**src/rtl/pmb_pkg.sv**
```systemverilog
package pmb_pkg;

  // management bus addressing
  localparam logic [4:0] PHY1_ADDR_RST   = 5'h01;
  localparam logic [4:0] PHY2_ADDR_RST   = 5'h02;
  localparam logic [4:0] REG_CONTROL     = 5'h00;
  localparam logic [4:0] REG_LAST_STD    = 5'h05;
  localparam logic [4:0] REG_CABLE_DIAG  = 5'h1d;
  localparam logic [4:0] REG_SPECIAL     = 5'h1f;

  // switch-side register addresses and fields
  localparam logic [7:0] SREG_GLOBAL_ADDR = 8'h0f;
  localparam int         ADDR_FIELD_LSB   = 3;
  localparam int         ADDR_FIELD_MSB   = 7;
  localparam logic [7:0] SREG_P1_CTL28    = 8'h1c;
  localparam logic [7:0] SREG_P1_CTL29    = 8'h1d;
  localparam logic [7:0] SREG_P1_CTL31    = 8'h1f;
  localparam logic [7:0] SREG_PHY_STRIDE  = 8'h10;

  // control register bit positions
  localparam int CB_LOOPBACK = 14;
  localparam int CB_FORCE100 = 13;
  localparam int CB_AUTONEG  = 12;
  localparam int CB_PWRDN    = 11;
  localparam int CB_RESTART  = 9;
  localparam int CB_DUPLEX   = 8;
  localparam int CB_VARIANT  = 5;
  localparam int CB_STRAIGHT = 4;
  localparam int CB_MDIXDIS  = 3;
  localparam int CB_FEFDIS   = 2;
  localparam int CB_TXDIS    = 1;
  localparam int CB_LEDDIS   = 0;
  localparam logic [15:0] CTRL_RST = 16'h1020;

  // switch port register bit positions
  localparam int P28_AUTONEG  = 7;
  localparam int P28_FORCE100 = 6;
  localparam int P28_DUPLEX   = 5;
  localparam int P29_LEDDIS   = 7;
  localparam int P29_TXDIS    = 6;
  localparam int P29_RESTART  = 5;
  localparam int P29_FEFDIS   = 4;
  localparam int P29_PWRDN    = 3;
  localparam int P29_MDIXDIS  = 2;
  localparam int P29_STRAIGHT = 1;
  localparam int P29_LOOPBACK = 0;
  localparam int P31_VARIANT  = 7;

  // management frame constants
  localparam logic [5:0] PREAMBLE_ONES = 6'h20;
  localparam logic [1:0] OP_READ       = 2'h2;
  localparam logic [1:0] OP_WRITE      = 2'h1;
  localparam logic [5:0] OP_LAST       = 6'h01;
  localparam logic [5:0] ADDR_LAST     = 6'h09;
  localparam logic [5:0] DATA_LAST     = 6'h0f;

  typedef enum {ST_PRE, ST_START, ST_OP, ST_ADDR, ST_TA, ST_DATA} pmb_frame_st_t;

  typedef struct packed {
    logic [4:0]  phy_addr;
    logic [4:0]  reg_idx;
    logic [15:0] wdata;
  } pmb_req_t;

  typedef struct packed {
    logic loopback;
    logic force_100;
    logic autoneg_on;
    logic power_down;
    logic autoneg_restart;
    logic full_duplex;
    logic crossover_variant_select;
    logic force_straight_pinout;
    logic mdix_disable;
    logic far_fault_disable;
    logic tx_disable;
    logic led_disable;
  } pmb_ctrl_t;

  // control fields to the 16-bit register image; read-only bits are zero
  function automatic logic [15:0] ctrl_pack(input pmb_ctrl_t c);
    logic [15:0] v;
    v = 16'h0000;
    v[CB_LOOPBACK] = c.loopback;
    v[CB_FORCE100] = c.force_100;
    v[CB_AUTONEG]  = c.autoneg_on;
    v[CB_PWRDN]    = c.power_down;
    v[CB_RESTART]  = c.autoneg_restart;
    v[CB_DUPLEX]   = c.full_duplex;
    v[CB_VARIANT]  = c.crossover_variant_select;
    v[CB_STRAIGHT] = c.force_straight_pinout;
    v[CB_MDIXDIS]  = c.mdix_disable;
    v[CB_FEFDIS]   = c.far_fault_disable;
    v[CB_TXDIS]    = c.tx_disable;
    v[CB_LEDDIS]   = c.led_disable;
    return v;
  endfunction : ctrl_pack

  // register image to control fields; read-only bits are dropped
  function automatic pmb_ctrl_t ctrl_unpack(input logic [15:0] v);
    pmb_ctrl_t c;
    c.loopback                 = v[CB_LOOPBACK];
    c.force_100                = v[CB_FORCE100];
    c.autoneg_on               = v[CB_AUTONEG];
    c.power_down               = v[CB_PWRDN];
    c.autoneg_restart          = v[CB_RESTART];
    c.full_duplex              = v[CB_DUPLEX];
    c.crossover_variant_select = v[CB_VARIANT];
    c.force_straight_pinout    = v[CB_STRAIGHT];
    c.mdix_disable             = v[CB_MDIXDIS];
    c.far_fault_disable        = v[CB_FEFDIS];
    c.tx_disable               = v[CB_TXDIS];
    c.led_disable              = v[CB_LEDDIS];
    return c;
  endfunction : ctrl_unpack

endpackage : pmb_pkg

```
**src/rtl/pmb_mdio_frame.sv**
```systemverilog
`timescale 1ns/1ps
module pmb_mdio_frame (
  input  wire logic              clk_i,
  input  wire logic              sys_rst_i,
  input  wire logic              mdc_i,
  input  wire logic              mdio_i,
  input  wire logic              hit_i,
  input  wire logic [15:0]       rdata_i,
  output logic                   mdio_o,
  output logic                   mdio_oe_o,
  output pmb_pkg::pmb_req_t      req_o,
  output logic                   wr_o
);

  pmb_pkg::pmb_frame_st_t st, next_st;
  logic [5:0]        cnt, next_cnt;
  logic              mdc_q, next_mdc_q;
  logic              is_read, next_is_read;
  logic [15:0]       shreg, next_shreg;
  pmb_pkg::pmb_req_t req, next_req;
  logic              wr, next_wr;
  logic              dout, next_dout;
  logic              oe, next_oe;
  logic              rise;

  // frame decoder, advanced on each rising edge of the management clock
  always_comb begin
    rise         = mdc_i & ~mdc_q;
    next_mdc_q   = mdc_i;
    next_st      = st;
    next_cnt     = cnt;
    next_is_read = is_read;
    next_shreg   = shreg;
    next_req     = req;
    next_wr      = 1'b0;
    next_dout    = dout;
    next_oe      = oe;
    if (rise) begin
      case (st)
        pmb_pkg::ST_PRE: begin
          if (mdio_i) begin
            if (cnt < pmb_pkg::PREAMBLE_ONES) next_cnt = cnt + 6'h01;
          end else if (cnt == pmb_pkg::PREAMBLE_ONES) begin
            next_st  = pmb_pkg::ST_START;
            next_cnt = 6'h00;
          end else begin
            next_cnt = 6'h00;
          end
        end
        pmb_pkg::ST_START: begin
          next_st  = mdio_i ? pmb_pkg::ST_OP : pmb_pkg::ST_PRE;
          next_cnt = 6'h00;
        end
        pmb_pkg::ST_OP: begin
          next_shreg = {shreg[14:0], mdio_i};
          if (cnt == pmb_pkg::OP_LAST) begin
            next_cnt     = 6'h00;
            next_is_read = ({shreg[0], mdio_i} == pmb_pkg::OP_READ);
            if (({shreg[0], mdio_i} == pmb_pkg::OP_READ) ||
                ({shreg[0], mdio_i} == pmb_pkg::OP_WRITE)) begin
              next_st = pmb_pkg::ST_ADDR;
            end else begin
              next_st = pmb_pkg::ST_PRE;
            end
          end else begin
            next_cnt = cnt + 6'h01;
          end
        end
        pmb_pkg::ST_ADDR: begin
          next_shreg = {shreg[14:0], mdio_i};
          if (cnt == pmb_pkg::ADDR_LAST) begin
            next_req.phy_addr = shreg[8:4];
            next_req.reg_idx  = {shreg[3:0], mdio_i};
            next_st           = pmb_pkg::ST_TA;
            next_cnt          = 6'h00;
          end else begin
            next_cnt = cnt + 6'h01;
          end
        end
        pmb_pkg::ST_TA: begin
          if (cnt == 6'h00) begin
            // first turnaround bit: take the bus and drive zero if addressed by a read
            if (is_read && hit_i) begin
              next_oe    = 1'b1;
              next_dout  = 1'b0;
              next_shreg = rdata_i;
            end
            next_cnt = 6'h01;
          end else begin
            next_dout  = oe & shreg[15];
            next_shreg = {shreg[14:0], 1'b0};
            next_st    = pmb_pkg::ST_DATA;
            next_cnt   = 6'h00;
          end
        end
        pmb_pkg::ST_DATA: begin
          if (is_read) begin
            next_dout  = oe & shreg[15];
            next_shreg = {shreg[14:0], 1'b0};
          end else begin
            next_shreg = {shreg[14:0], mdio_i};
          end
          if (cnt == pmb_pkg::DATA_LAST) begin
            next_st   = pmb_pkg::ST_PRE;
            next_cnt  = 6'h00;
            next_oe   = 1'b0;
            next_dout = 1'b0;
            if (!is_read) begin
              next_req.wdata = {shreg[14:0], mdio_i};
              next_wr        = 1'b1;
            end
          end else begin
            next_cnt = cnt + 6'h01;
          end
        end
        default: begin
          next_st  = pmb_pkg::ST_PRE;
          next_cnt = 6'h00;
        end
      endcase
    end
  end

  // frame state registers
  always_ff @(posedge clk_i) begin
    if (sys_rst_i) begin
      st      <= pmb_pkg::ST_PRE;
      cnt     <= 6'h00;
      mdc_q   <= 1'b0;
      is_read <= 1'b0;
      shreg   <= 16'h0000;
      req     <= '0;
      wr      <= 1'b0;
      dout    <= 1'b0;
      oe      <= 1'b0;
    end else begin
      st      <= next_st;
      cnt     <= next_cnt;
      mdc_q   <= next_mdc_q;
      is_read <= next_is_read;
      shreg   <= next_shreg;
      req     <= next_req;
      wr      <= next_wr;
      dout    <= next_dout;
      oe      <= next_oe;
    end
  end

  assign mdio_o    = dout;
  assign mdio_oe_o = oe;
  assign req_o     = req;
  assign wr_o      = wr;

endmodule : pmb_mdio_frame

```
**src/rtl/pmb_phy_mgmt.sv**
```systemverilog
`timescale 1ns/1ps
module pmb_phy_mgmt #(
  parameter int SYM_W = 5,
  parameter int LED_W = 2
) (
  input  wire logic                      clk_i,
  input  wire logic                      sys_rst_i,
  input  wire logic                      mdc_i,
  input  wire logic                      mdio_i,
  output logic                           mdio_o,
  output logic                           mdio_oe_o,
  input  wire logic                      sw_wr_i,
  input  wire logic [7:0]                sw_addr_i,
  input  wire logic [7:0]                sw_wdata_i,
  output logic      [7:0]                sw_rdata_o,
  input  wire logic [1:0][15:0]          ext_rdata_i,
  output pmb_pkg::pmb_req_t              ext_req_o,
  output logic                           ext_phy_o,
  output logic                           ext_wr_o,
  output pmb_pkg::pmb_ctrl_t [1:0]       phy_ctrl_o,
  input  wire logic [1:0][SYM_W-1:0]     mac_tx_sym_i,
  input  wire logic [1:0][SYM_W-1:0]     line_rx_sym_i,
  output logic      [1:0][SYM_W-1:0]     line_tx_sym_o,
  input  wire logic [1:0][LED_W-1:0]     led_raw_i,
  output logic      [1:0][LED_W-1:0]     led_o
);

  pmb_pkg::pmb_req_t        req;
  logic                     mgmt_wr;
  logic                     hit;
  logic                     sel_ok;
  logic                     sel_idx;
  logic [15:0]              rdata;
  logic [4:0]               phy1_addr, next_phy1_addr;
  logic [4:0]               phy2_addr, next_phy2_addr;
  logic                     addr_prog, next_addr_prog;
  pmb_pkg::pmb_ctrl_t [1:0] ctrl, next_ctrl;
  logic [7:0]               sw_rdata, next_sw_rdata;

  // which PHY a bus address names; PHY 1 wins if both addresses coincide
  function automatic logic [1:0] phy_select(input logic [4:0] a, input logic [4:0] a1,
                                            input logic [4:0] a2);
    if (a == a1) return 2'h2;
    if (a == a2) return 2'h3;
    return 2'h0;
  endfunction : phy_select

  // register indices that exist on a given PHY
  function automatic logic reg_supported(input logic idx, input logic [4:0] r);
    return (r <= pmb_pkg::REG_LAST_STD) || (r == pmb_pkg::REG_SPECIAL) ||
           ((r == pmb_pkg::REG_CABLE_DIAG) && idx);
  endfunction : reg_supported

  // port register view of the mirrored control bits; other bits read zero
  function automatic logic [7:0] sw_view(input pmb_pkg::pmb_ctrl_t c, input logic [7:0] r);
    logic [7:0] v;
    v = 8'h00;
    case (r)
      pmb_pkg::SREG_P1_CTL28: begin
        v[pmb_pkg::P28_AUTONEG]  = c.autoneg_on;
        v[pmb_pkg::P28_FORCE100] = c.force_100;
        v[pmb_pkg::P28_DUPLEX]   = c.full_duplex;
      end
      pmb_pkg::SREG_P1_CTL29: begin
        v[pmb_pkg::P29_LEDDIS]   = c.led_disable;
        v[pmb_pkg::P29_TXDIS]    = c.tx_disable;
        v[pmb_pkg::P29_RESTART]  = c.autoneg_restart;
        v[pmb_pkg::P29_FEFDIS]   = c.far_fault_disable;
        v[pmb_pkg::P29_PWRDN]    = c.power_down;
        v[pmb_pkg::P29_MDIXDIS]  = c.mdix_disable;
        v[pmb_pkg::P29_STRAIGHT] = c.force_straight_pinout;
        v[pmb_pkg::P29_LOOPBACK] = c.loopback;
      end
      pmb_pkg::SREG_P1_CTL31: v[pmb_pkg::P31_VARIANT] = c.crossover_variant_select;
      default: v = 8'h00;
    endcase
    return v;
  endfunction : sw_view

  // merge a port register write into the control bits it mirrors
  function automatic pmb_pkg::pmb_ctrl_t sw_merge(input pmb_pkg::pmb_ctrl_t c,
                                                  input logic [7:0] r, input logic [7:0] d);
    pmb_pkg::pmb_ctrl_t n;
    n = c;
    case (r)
      pmb_pkg::SREG_P1_CTL28: begin
        n.autoneg_on  = d[pmb_pkg::P28_AUTONEG];
        n.force_100   = d[pmb_pkg::P28_FORCE100];
        n.full_duplex = d[pmb_pkg::P28_DUPLEX];
      end
      pmb_pkg::SREG_P1_CTL29: begin
        n.led_disable           = d[pmb_pkg::P29_LEDDIS];
        n.tx_disable            = d[pmb_pkg::P29_TXDIS];
        n.autoneg_restart       = d[pmb_pkg::P29_RESTART];
        n.far_fault_disable     = d[pmb_pkg::P29_FEFDIS];
        n.power_down            = d[pmb_pkg::P29_PWRDN];
        n.mdix_disable          = d[pmb_pkg::P29_MDIXDIS];
        n.force_straight_pinout = d[pmb_pkg::P29_STRAIGHT];
        n.loopback              = d[pmb_pkg::P29_LOOPBACK];
      end
      pmb_pkg::SREG_P1_CTL31: n.crossover_variant_select = d[pmb_pkg::P31_VARIANT];
      default: n = c;
    endcase
    return n;
  endfunction : sw_merge

  // management frame engine
  pmb_mdio_frame u_frame (
    .clk_i     (clk_i),
    .sys_rst_i (sys_rst_i),
    .mdc_i     (mdc_i),
    .mdio_i    (mdio_i),
    .hit_i     (hit),
    .rdata_i   (rdata),
    .mdio_o    (mdio_o),
    .mdio_oe_o (mdio_oe_o),
    .req_o     (req),
    .wr_o      (mgmt_wr)
  );

  // address decode and read data for the pending management access
  always_comb begin
    {sel_ok, sel_idx} = phy_select(req.phy_addr, phy1_addr, phy2_addr);
    hit   = sel_ok && reg_supported(sel_idx, req.reg_idx);
    rdata = 16'h0000;
    if (hit) begin
      if (req.reg_idx == pmb_pkg::REG_CONTROL) begin
        rdata = pmb_pkg::ctrl_pack(ctrl[sel_idx]);
      end else begin
        rdata = ext_rdata_i[sel_idx];
      end
    end
  end

  // other supported registers are served outside; only writes that hit them are passed on
  assign ext_req_o = req;
  assign ext_phy_o = sel_idx;
  assign ext_wr_o  = mgmt_wr && hit && (req.reg_idx != pmb_pkg::REG_CONTROL);

  // next state of addresses, control bits and the switch-side read port
  always_comb begin
    next_phy1_addr = phy1_addr;
    next_phy2_addr = phy2_addr;
    next_addr_prog = addr_prog;
    next_ctrl      = ctrl;
    next_sw_rdata  = 8'h00;
    for (int k = 0; k < 2; k++) begin
      next_ctrl[k].autoneg_restart = 1'b0;
      if (sw_wr_i) begin
        next_ctrl[k] = sw_merge(next_ctrl[k],
                                sw_addr_i - 8'(k * pmb_pkg::SREG_PHY_STRIDE),
                                sw_wdata_i);
      end
      if (sw_addr_i >= 8'(k * pmb_pkg::SREG_PHY_STRIDE) + pmb_pkg::SREG_P1_CTL28) begin
        next_sw_rdata = next_sw_rdata |
                        sw_view(ctrl[k], sw_addr_i - 8'(k * pmb_pkg::SREG_PHY_STRIDE));
      end
    end
    // far-end fault disable has no port register 45 copy
    if (sw_wr_i && (sw_addr_i == pmb_pkg::SREG_P1_CTL29 + pmb_pkg::SREG_PHY_STRIDE)) begin
      next_ctrl[1].far_fault_disable = ctrl[1].far_fault_disable;
    end
    if (sw_addr_i == pmb_pkg::SREG_P1_CTL29 + pmb_pkg::SREG_PHY_STRIDE) begin
      next_sw_rdata[pmb_pkg::P29_FEFDIS] = 1'b0;
    end
    if (sw_addr_i == pmb_pkg::SREG_GLOBAL_ADDR) begin
      next_sw_rdata[pmb_pkg::ADDR_FIELD_MSB:pmb_pkg::ADDR_FIELD_LSB] = phy1_addr;
    end
    if (sw_wr_i && (sw_addr_i == pmb_pkg::SREG_GLOBAL_ADDR)) begin
      next_phy1_addr = sw_wdata_i[pmb_pkg::ADDR_FIELD_MSB:pmb_pkg::ADDR_FIELD_LSB];
      next_phy2_addr = sw_wdata_i[pmb_pkg::ADDR_FIELD_MSB:pmb_pkg::ADDR_FIELD_LSB] + 5'h01;
      next_addr_prog = 1'b1;
    end
    // management write lands after the switch-side write
    if (mgmt_wr && hit && (req.reg_idx == pmb_pkg::REG_CONTROL)) begin
      next_ctrl[sel_idx] = pmb_pkg::ctrl_unpack(req.wdata);
    end
  end

  // address and control registers
  always_ff @(posedge clk_i) begin
    if (sys_rst_i) begin
      phy1_addr <= pmb_pkg::PHY1_ADDR_RST;
      phy2_addr <= pmb_pkg::PHY2_ADDR_RST;
      addr_prog <= 1'b0;
      ctrl[0]   <= pmb_pkg::ctrl_unpack(pmb_pkg::CTRL_RST);
      ctrl[1]   <= pmb_pkg::ctrl_unpack(pmb_pkg::CTRL_RST);
      sw_rdata  <= 8'h00;
    end else begin
      phy1_addr <= next_phy1_addr;
      phy2_addr <= next_phy2_addr;
      addr_prog <= next_addr_prog;
      ctrl      <= next_ctrl;
      sw_rdata  <= next_sw_rdata;
    end
  end

  assign sw_rdata_o = sw_rdata;
  assign phy_ctrl_o = ctrl;

  // per-PHY transmit path and LED gating
  for (genvar j = 0; j < 2; j++) begin : g_port
    localparam int OTH = 1 - j;
    logic [SYM_W-1:0] tx_q, next_tx;
    logic [LED_W-1:0] led_q, next_led;
    always_comb begin
      next_tx  = ctrl[OTH].loopback ? line_rx_sym_i[j] : mac_tx_sym_i[j];
      if (ctrl[j].tx_disable) next_tx = '0;
      next_led = ctrl[j].led_disable ? '0 : led_raw_i[j];
    end
    always_ff @(posedge clk_i) begin
      if (sys_rst_i) begin
        tx_q  <= '0;
        led_q <= '0;
      end else begin
        tx_q  <= next_tx;
        led_q <= next_led;
      end
    end
    assign line_tx_sym_o[j] = tx_q;
    assign led_o[j]         = led_q;
  end
endmodule : pmb_phy_mgmt

```
**config.mk**
```make
export PLATFORM = sky130hd
export DESIGN_NAME = pmb_phy_mgmt
export DESIGN_NICKNAME = d
export VERILOG_FILES = /design/src/rtl/pmb_pkg.sv /design/src/rtl/pmb_mdio_frame.sv /design/src/rtl/pmb_phy_mgmt.sv
export SDC_FILE = /design/constraint.sdc
export NUM_CORES = 1
export LEC_CHECK = 0
export BUFFER_PORTS_ARGS = -buffer_cell sky130_fd_sc_hd__clkbuf_2
export CAP_MARGIN = 20
export CORE_MARGIN = 2
export CORE_UTILIZATION = 48
export DETAILED_ROUTE_END_ITERATION = 10
export PLACE_DENSITY = 0.72
export REMOVE_ABC_BUFFERS = 1
export SETUP_SLACK_MARGIN = 0.15
export SLEW_MARGIN = 20
export SYNTH_ARGS = -nofsm -noshare
export SYNTH_HDL_FRONTEND = slang
export SYNTH_HIERARCHICAL = 1
export SYNTH_SLANG_ARGS = --single-unit
```
**constraint.sdc**
```tcl
create_clock -name clk_i -period 2.6 [get_ports clk_i]
set_input_delay 0.13 -clock clk_i [delete_from_list [all_inputs] [get_ports clk_i]]
set_output_delay 0.13 -clock clk_i [all_outputs]
set_load 0.02 [all_outputs]
```
### Yosys cells after proc, flatten, opt, wreduce, memory -nomap -nowiden

Index checks and enable logic that the tools add are counted.

* register bits: 141
* input bits: 77
* output and inout port bits: 76
* word-level logic and storage cells: 202

* $add $sub $neg: 3
* $lt $le $gt $ge: 6
* equality and inequality tests: 34
* mux-type cells: 77
* bitwise gates (word level): 8
* reductions and logical operators: 32

Operator list (count)
* 32-bit two-way mux: 6
* 32-bit one-hot mux with 6 select lines: 1
* 16-bit two-way mux: 6
* 32-bit by 2-bit equality test with 1-bit output (second input constant): 2
* 32-bit by 3-bit equality test with 1-bit output (second input constant): 2
* 12-bit two-way mux: 5
* 8-bit by 5-bit equality test with 1-bit output (second input constant): 6
* 16-bit one-hot mux with 3 select lines: 1
* 5-bit two-way mux: 8
* 32-bit by 1-bit equality test with 1-bit output (second input constant): 1
* 32-bit logical NOT: 1
* 6-bit two-way mux: 5
* 6-bit one-hot mux with 5 select lines: 1
* 24-bit bitwise mux: 1
* 24-bit two-way mux: 1
* 1-bit two-way mux: 22
* 2-bit two-way mux: 11
* 8-bit two-way mux: 2
* 12-bit demux with 1-bit select: 1
* 6-bit by 4-bit equality test with 1-bit output (second input constant): 2
* 2-bit by 1-bit != test with 1-bit output (second input constant): 6
* 5-bit equality test: 2
* 5-bit equality test (second input constant): 2
* 2-bit OR reduction: 5
* other kinds (38): 60

### Depth between registers and ports, before layout

* depth in word-level cells: 12
* mapped depth: 11
* gate-level depth less buffers: 9

### By module

The synthesis kept the hierarchy.

By module, submodules not included
* pmb_phy_mgmt: times used 1, cells an instance 355, area an instance 3238.1 µm², sequential area each 1121.1 µm²
* pmb_mdio_frame: times used 1, cells an instance 315, area an instance 2621.3 µm², sequential area each 1121.1 µm²

### Worst setup path after synthesis

OpenSTA, ideal clock, no wires.

* path type: register to register
* start: register u_frame/req_o[21] (netlist name)
* end: register u_frame.shreg[10]
* setup time: 0.091 ns
* arrival time: 2.617 ns
* data required time: 2.509 ns
* setup slack: -0.108 ns
* cell stages (with the launch flop): 12
* path buffers: 2
* clock period less this slack: 2.708 ns
* path through: dfxtp_1 > xor2_1 > nor4_2 > o211ai_2 > a21oi_4 > buf_2 > a21oi_1 > a31o_2 > a21oi_1 > clkbuf_1 > nor2_1 > a311oi_1

* word-level cells in the longest chain between the ends: 12
* elaborated cells between the ends (all ways): 21
* classes of those cells: eq/ne (3); mux (13); reduce/logical (5)

Ends and longest elaborated chain
* 5-bit equality test: line pmb_phy_mgmt.sv:44 `if (a == a2) return 2'h3;`
* 1-bit two-way mux (2 in series): line pmb_phy_mgmt.sv:44
* 2-bit two-way mux: line pmb_phy_mgmt.sv:45 `return 2'h0;`
* 2-bit two-way mux *: line pmb_phy_mgmt.sv:44
* 1-bit logical AND: line pmb_phy_mgmt.sv:51 `((r == pmb_pkg::REG_CABLE_DIAG) && idx);`
* 1-bit logical OR: line pmb_phy_mgmt.sv:50 `return (r <= pmb_pkg::REG_LAST_STD) || (r == pmb_pkg::REG_SPECIAL) ||`
* 1-bit logical AND *: line pmb_phy_mgmt.sv:124 `hit = sel_ok && reg_supported(sel_idx, req.reg_idx);`
* via hit: line pmb_phy_mgmt.sv:30 `logic hit;`
* 16-bit two-way mux: line pmb_phy_mgmt.sv:126 `if (hit) begin`
* 16-bit two-way mux: line pmb_mdio_frame.sv:83 `if (is_read && hit_i) begin`
* 16-bit two-way mux: line pmb_mdio_frame.sv:81 `if (cnt == 6'h00) begin`
* 16-bit one-hot mux with 3 select lines: line pmb_mdio_frame.sv:39 `case (st)`
* to (signal assigned): line pmb_mdio_frame.sv:141 `shreg <= next_shreg;`
* to (decl): line pmb_mdio_frame.sv:19 `logic [15:0] shreg, next_shreg;`

Mark *: on every way through the listed nets, which the timed path passes. The rest lies on a longest branch. The select of a mux whose other input is x is not followed.
A chain may end at the register's enable or synchronous reset.

### Worst setup path after layout

* start: register phy2_addr[3]
* end: register u_frame.oe (netlist: u_frame/mdio_oe_o)

* word-level cells in the longest chain between the ends: 11
* elaborated cells between the ends (all ways): 12
* classes of those cells: eq/ne (2); mux (5); reduce/logical (5)

Ends and longest elaborated chain
* from (decl): line pmb_phy_mgmt.sv:35 `logic [4:0] phy2_addr, next_phy2_addr;`
* from (signal assigned): line pmb_phy_mgmt.sv:184 `phy2_addr <= pmb_pkg::PHY2_ADDR_RST;`
* from (signal assigned): line pmb_phy_mgmt.sv:191 `phy2_addr <= next_phy2_addr;`
* 5-bit equality test *: line pmb_phy_mgmt.sv:44
* 1-bit two-way mux (2 in series): line pmb_phy_mgmt.sv:44
* 2-bit two-way mux *: line pmb_phy_mgmt.sv:45
* 2-bit two-way mux *: line pmb_phy_mgmt.sv:44
* 1-bit logical AND: line pmb_phy_mgmt.sv:51
* 1-bit logical OR: line pmb_phy_mgmt.sv:50
* 1-bit logical AND *: line pmb_phy_mgmt.sv:124
* 1-bit logical AND *: line pmb_mdio_frame.sv:83
* 2-bit by 1-bit != test with 1-bit output (no source line) *
* 5-bit AND reduction (no source line) *
* to (signal assigned): line pmb_mdio_frame.sv:145 `oe <= next_oe;`
* to (decl): line pmb_mdio_frame.sv:23 `logic oe, next_oe;`

Every way passes the cells marked *; elsewhere a longest branch is shown, timed or not. The select of a mux whose other input is x is not followed.

==> results.py <==
metrics = {
    "outcome": {
        "status": "complete, no violations",
    },
    "pwr": {
        "leakage_uw": 0.00320,
        "combPwrFrac_pct": 6.2,
        "pwr-share-seq_pct": 49.7,
        "power.density_mw_per_mm2": 496,
        "p_int_uw": 2670,
        "p_sw_uw": 813,
        "switching_share_pct": 23.3,
        "p_clk_share_pct": 44.0,
        "ir_drop_mv": 0.310,
    },
    "detailed_routing": {
        "viasPerCell": 5.90,
        "drt_iter0_markers": 368,
        "wl_um": 17300,
        "drc": 0,
        "dr.pass1.iters": 5,
        "vias": 5596,
        "wl_per_cell_um": 18.2,
        "final_antenna_net_count": 0,
    },
    "yosys": {
        "syn_area_per_cell_um2": 8.75,
        "yosys-top-cells-count": "112 x dfxtp_1, 104 x nand2_1, 65 x nor2_1, 55 x mux2i_1, 30 x a21oi_1",
        "ys_warn_count": 6,
        "synth.distinct_cells": 77,
        "ys_seq_area_share_pct": 38.3,
        "ys_async_sr_fraction_pct": 0,
        "synth_area_leaders": "dfxtp_1 38%, mux2i_1 9.4%, nand2_1 6.7%",
        "yosysMostFrequentCell": "dfxtp_1",
        "syn_area_mm2": 0.00586,
        "synth_edf_count": 0,
        "syn_inst": 670,
        "synth_seq_cells": 112,
        "yosys.area.top_type": "dfxtp_1",
        "post-synth-top-area-fraction_pct": 38.3,
        "synthFlopType": "dfxtp_1",
    },
    "finish": {
        "fin_area_mm2": 0.00703,
        "drive_above_1_share_pct": 28.2,
        "fin_util_pct": 58.8,
        "num_antenna_cells": 0,
        "layout.nets": 878,
        "fin_cells": 948,
        "area_delta_synth_final_pct": 20.0,
    },
    "setup_path": {
        "path_buf_inv": 1,
        "start_kind": "flip-flop",
        "path_class": "reg -> reg",
        "cp_cell_sequence": "xor2_1, nor4_2, o211ai_4, a21oi_4, buf_4, and2_1, a31oi_1, or4_1, a21oi_1",
        "reg2reg_depth": 9,
        "end_kind": "flip-flop",
        "cp_slowest_cell": "or4_1",
        "rr_startpoint": "phy2_addr[3]",
        "reg2reg_slack_ps": 250,
        "slowest_delay_ps": 430,
        "critical_path.max_fanout": 10,
        "crit_arrival_ps": 2630,
        "worstPathRequired_ps": 2890,
        "cpLargestDelayFamily": "simple AND/OR/NAND/NOR gates",
        "rr_endpoint": "u_frame/mdio_oe_o",
    },
    "clock_tree": {
        "cts_buffers": 9,
        "clockBufferDepth": 2,
        "cts_tree": "done",
        "ctsHtreeMaxLevel": 3,
        "clkLatencyLatePin_ps": 360,
        "cts_sinks": 112,
        "clock-root-buffer": "clkbuf_16",
        "clkTransAtPathRegs_ps": 70,
    },
    "floorplan": {
        "die_x_um": 114,
        "rows": 40,
        "io_pins": 153,
        "die_h_um": 114,
        "fp.coreArea_mm2": 0.0120,
        "initial_core_util_pct": 49.0,
        "die-area_mm2": 0.0131,
    },
    "timing": {
        "drv_slew": 0,
        "relSlewSlack_pct": 44.3,
        "finalSetupViolations": 0,
        "fmax_mhz": 426,
        "finalHoldViolCount": 0,
        "clock_skew_ps": 9.84,
        "fin_crit_ps": 2350,
        "rsz0062_at_grt": "true",
        "tightestPinTransition_ps": 835,
        "final.period_utilization_pct": 90.2,
    },
    "global_routing": {
        "grt_start_max_net_pins": 78,
        "grt_pass1_wl_um": 27100,
        "first_global_vias": 5219,
        "grt.total_usage_pct": 26.2,
        "antenna_found_initial": 0,
        "grt_overflow_total": 0,
    },
    "placement": {
        "dp_hpwl_um": 12400,
        "place_area_mm2": 0.00666,
        "dp_cells": 929,
        "place_congestion": 0.882,
        "port_buffers": 152,
    },
    "min_path": {
        "min_path_type": "in -> reg",
        "whs_path_depth": 2,
        "min_from": "mdc_i",
        "holdPathEnd": "u_frame/mdc_q",
    },
    "flow_run": {
        "cap_violations": 0,
    },
}
worst max-delay path by stage:
stage / from / end / slack [ps] / depth (start not counted)
after global placement: u_frame/req_o[21] / u_frame/mdio_oe_o / 370 / 9
after global routing: phy2_addr[3] / u_frame/mdio_oe_o / 140 / 9
after CTS: u_frame/req_o[21] / u_frame/shreg[11] / 260 / 10
final: phy2_addr[3] / u_frame/mdio_oe_o / 250 / 9
after floorplan: u_frame/req_o[21] / u_frame/shreg[0] / -1280 / 9
after detailed placement: u_frame/req_o[21] / u_frame/shreg[14] / 280 / 10
flip-flops by register name, summed over array words and instances (netlist names):
name and cells:
phy2_addr 5, sw_rdata_o 8, u_frame/is_read 1, u_frame/cnt 6, phy1_addr 5, u_frame/mdio_o 1, u_frame/st 3, u_frame/shreg 16
g_port.led_q 4, phy_ctrl_o 24, u_frame/mdc_q 1, g_port.tx_q 10, u_frame/req_o 26, u_frame/wr_o 1, u_frame/mdio_oe_o 1
power by group through the flow:
stage                     clock network (uW)  registers [uW]  logic [uW]
final                                   1530            1730         218
after global placement                     0            1770         211
after global routing                    1610            1740         237
after CTS                               1550            1730         216
after floorplan                            0            1790        62.5
after detailed placement                   0            1770         215
cell type report:
class	instances	area [um2]
fill	1077	4930
tap	147	184
clock buffer	9	225
clock inverter	7	103
multi-input combinational	491	3310
sequential	112	2240
timing repair buffer	170	923
inverter	12	45.0
logic make-up (layout without fill, tap and decap cells):
group | count (synthesis) | in the layout | share of synthesized area (%)
xor+xnor | 13 | 13 | 1.94
fa+ha+maj | 5 | 5 | 1.07
flops | 112 | 112 | 38.3
simple gates | 270 | 270 | 23.5
buf+inv | 67 | 198 | 5.68
mux | 71 | 71 | 12.5
compound gates | 132 | 132 | 17.1
worst register-to-register path, stage by stage, from the launching register on:
cell and delay, ps:
dfxtp_1 330, xor2_1 170, nor4_2 360, o211ai_4 140, a21oi_4 160, buf_4 210, and2_1 170, a31oi_1 110
or4_1 430, a21oi_1 170
cells in the final DEF (no fill, tap or decap), drive strengths merged, types with 6 or more instances in the layout:
cell type / count
a211oi: 14
a21oi: 31
a311oi: 23
a31oi: 6
buf: 19
clkbuf: 160
dfxtp: 112
inv: 15
mux2: 16
mux2i: 55
nand2: 105
nand3: 17
nor2: 65
nor2b: 6
nor3: 24
nor3b: 12
o211a: 12
o21ai: 9
xnor2: 7
xor2: 6
through the flow:
stage	worst slack [ps]	hold slack (ps)	power, uW	TNS (ps)
final	254	7.46	3490	0
after global routing	144	5.45	3590	0
after CTS	265	3.47	3500	0
after detailed placement	278	377	1990	0
after global placement	368	369	1990	0
after floorplan	-1280	199	1850	-27730
routing by layer:
layer  up-vias  part of all wire [%]  GRT usage [%]
met5         -                     0              0
met4         0                   2.8           11.1
met3        37                   7.0           4.71
met2       223                    46           42.2
met1      2658                    45           34.5
li1       2678                     -              -
what timing repair did:
action | in CTS | in global routing
gates resized for setup | 0 | 7
hold buffers | 0 | 0
buffers inserted | 0 | 2
setup endpoints to repair | 0 | 16
No activity file was read; power rests on OpenSTA's default activity.
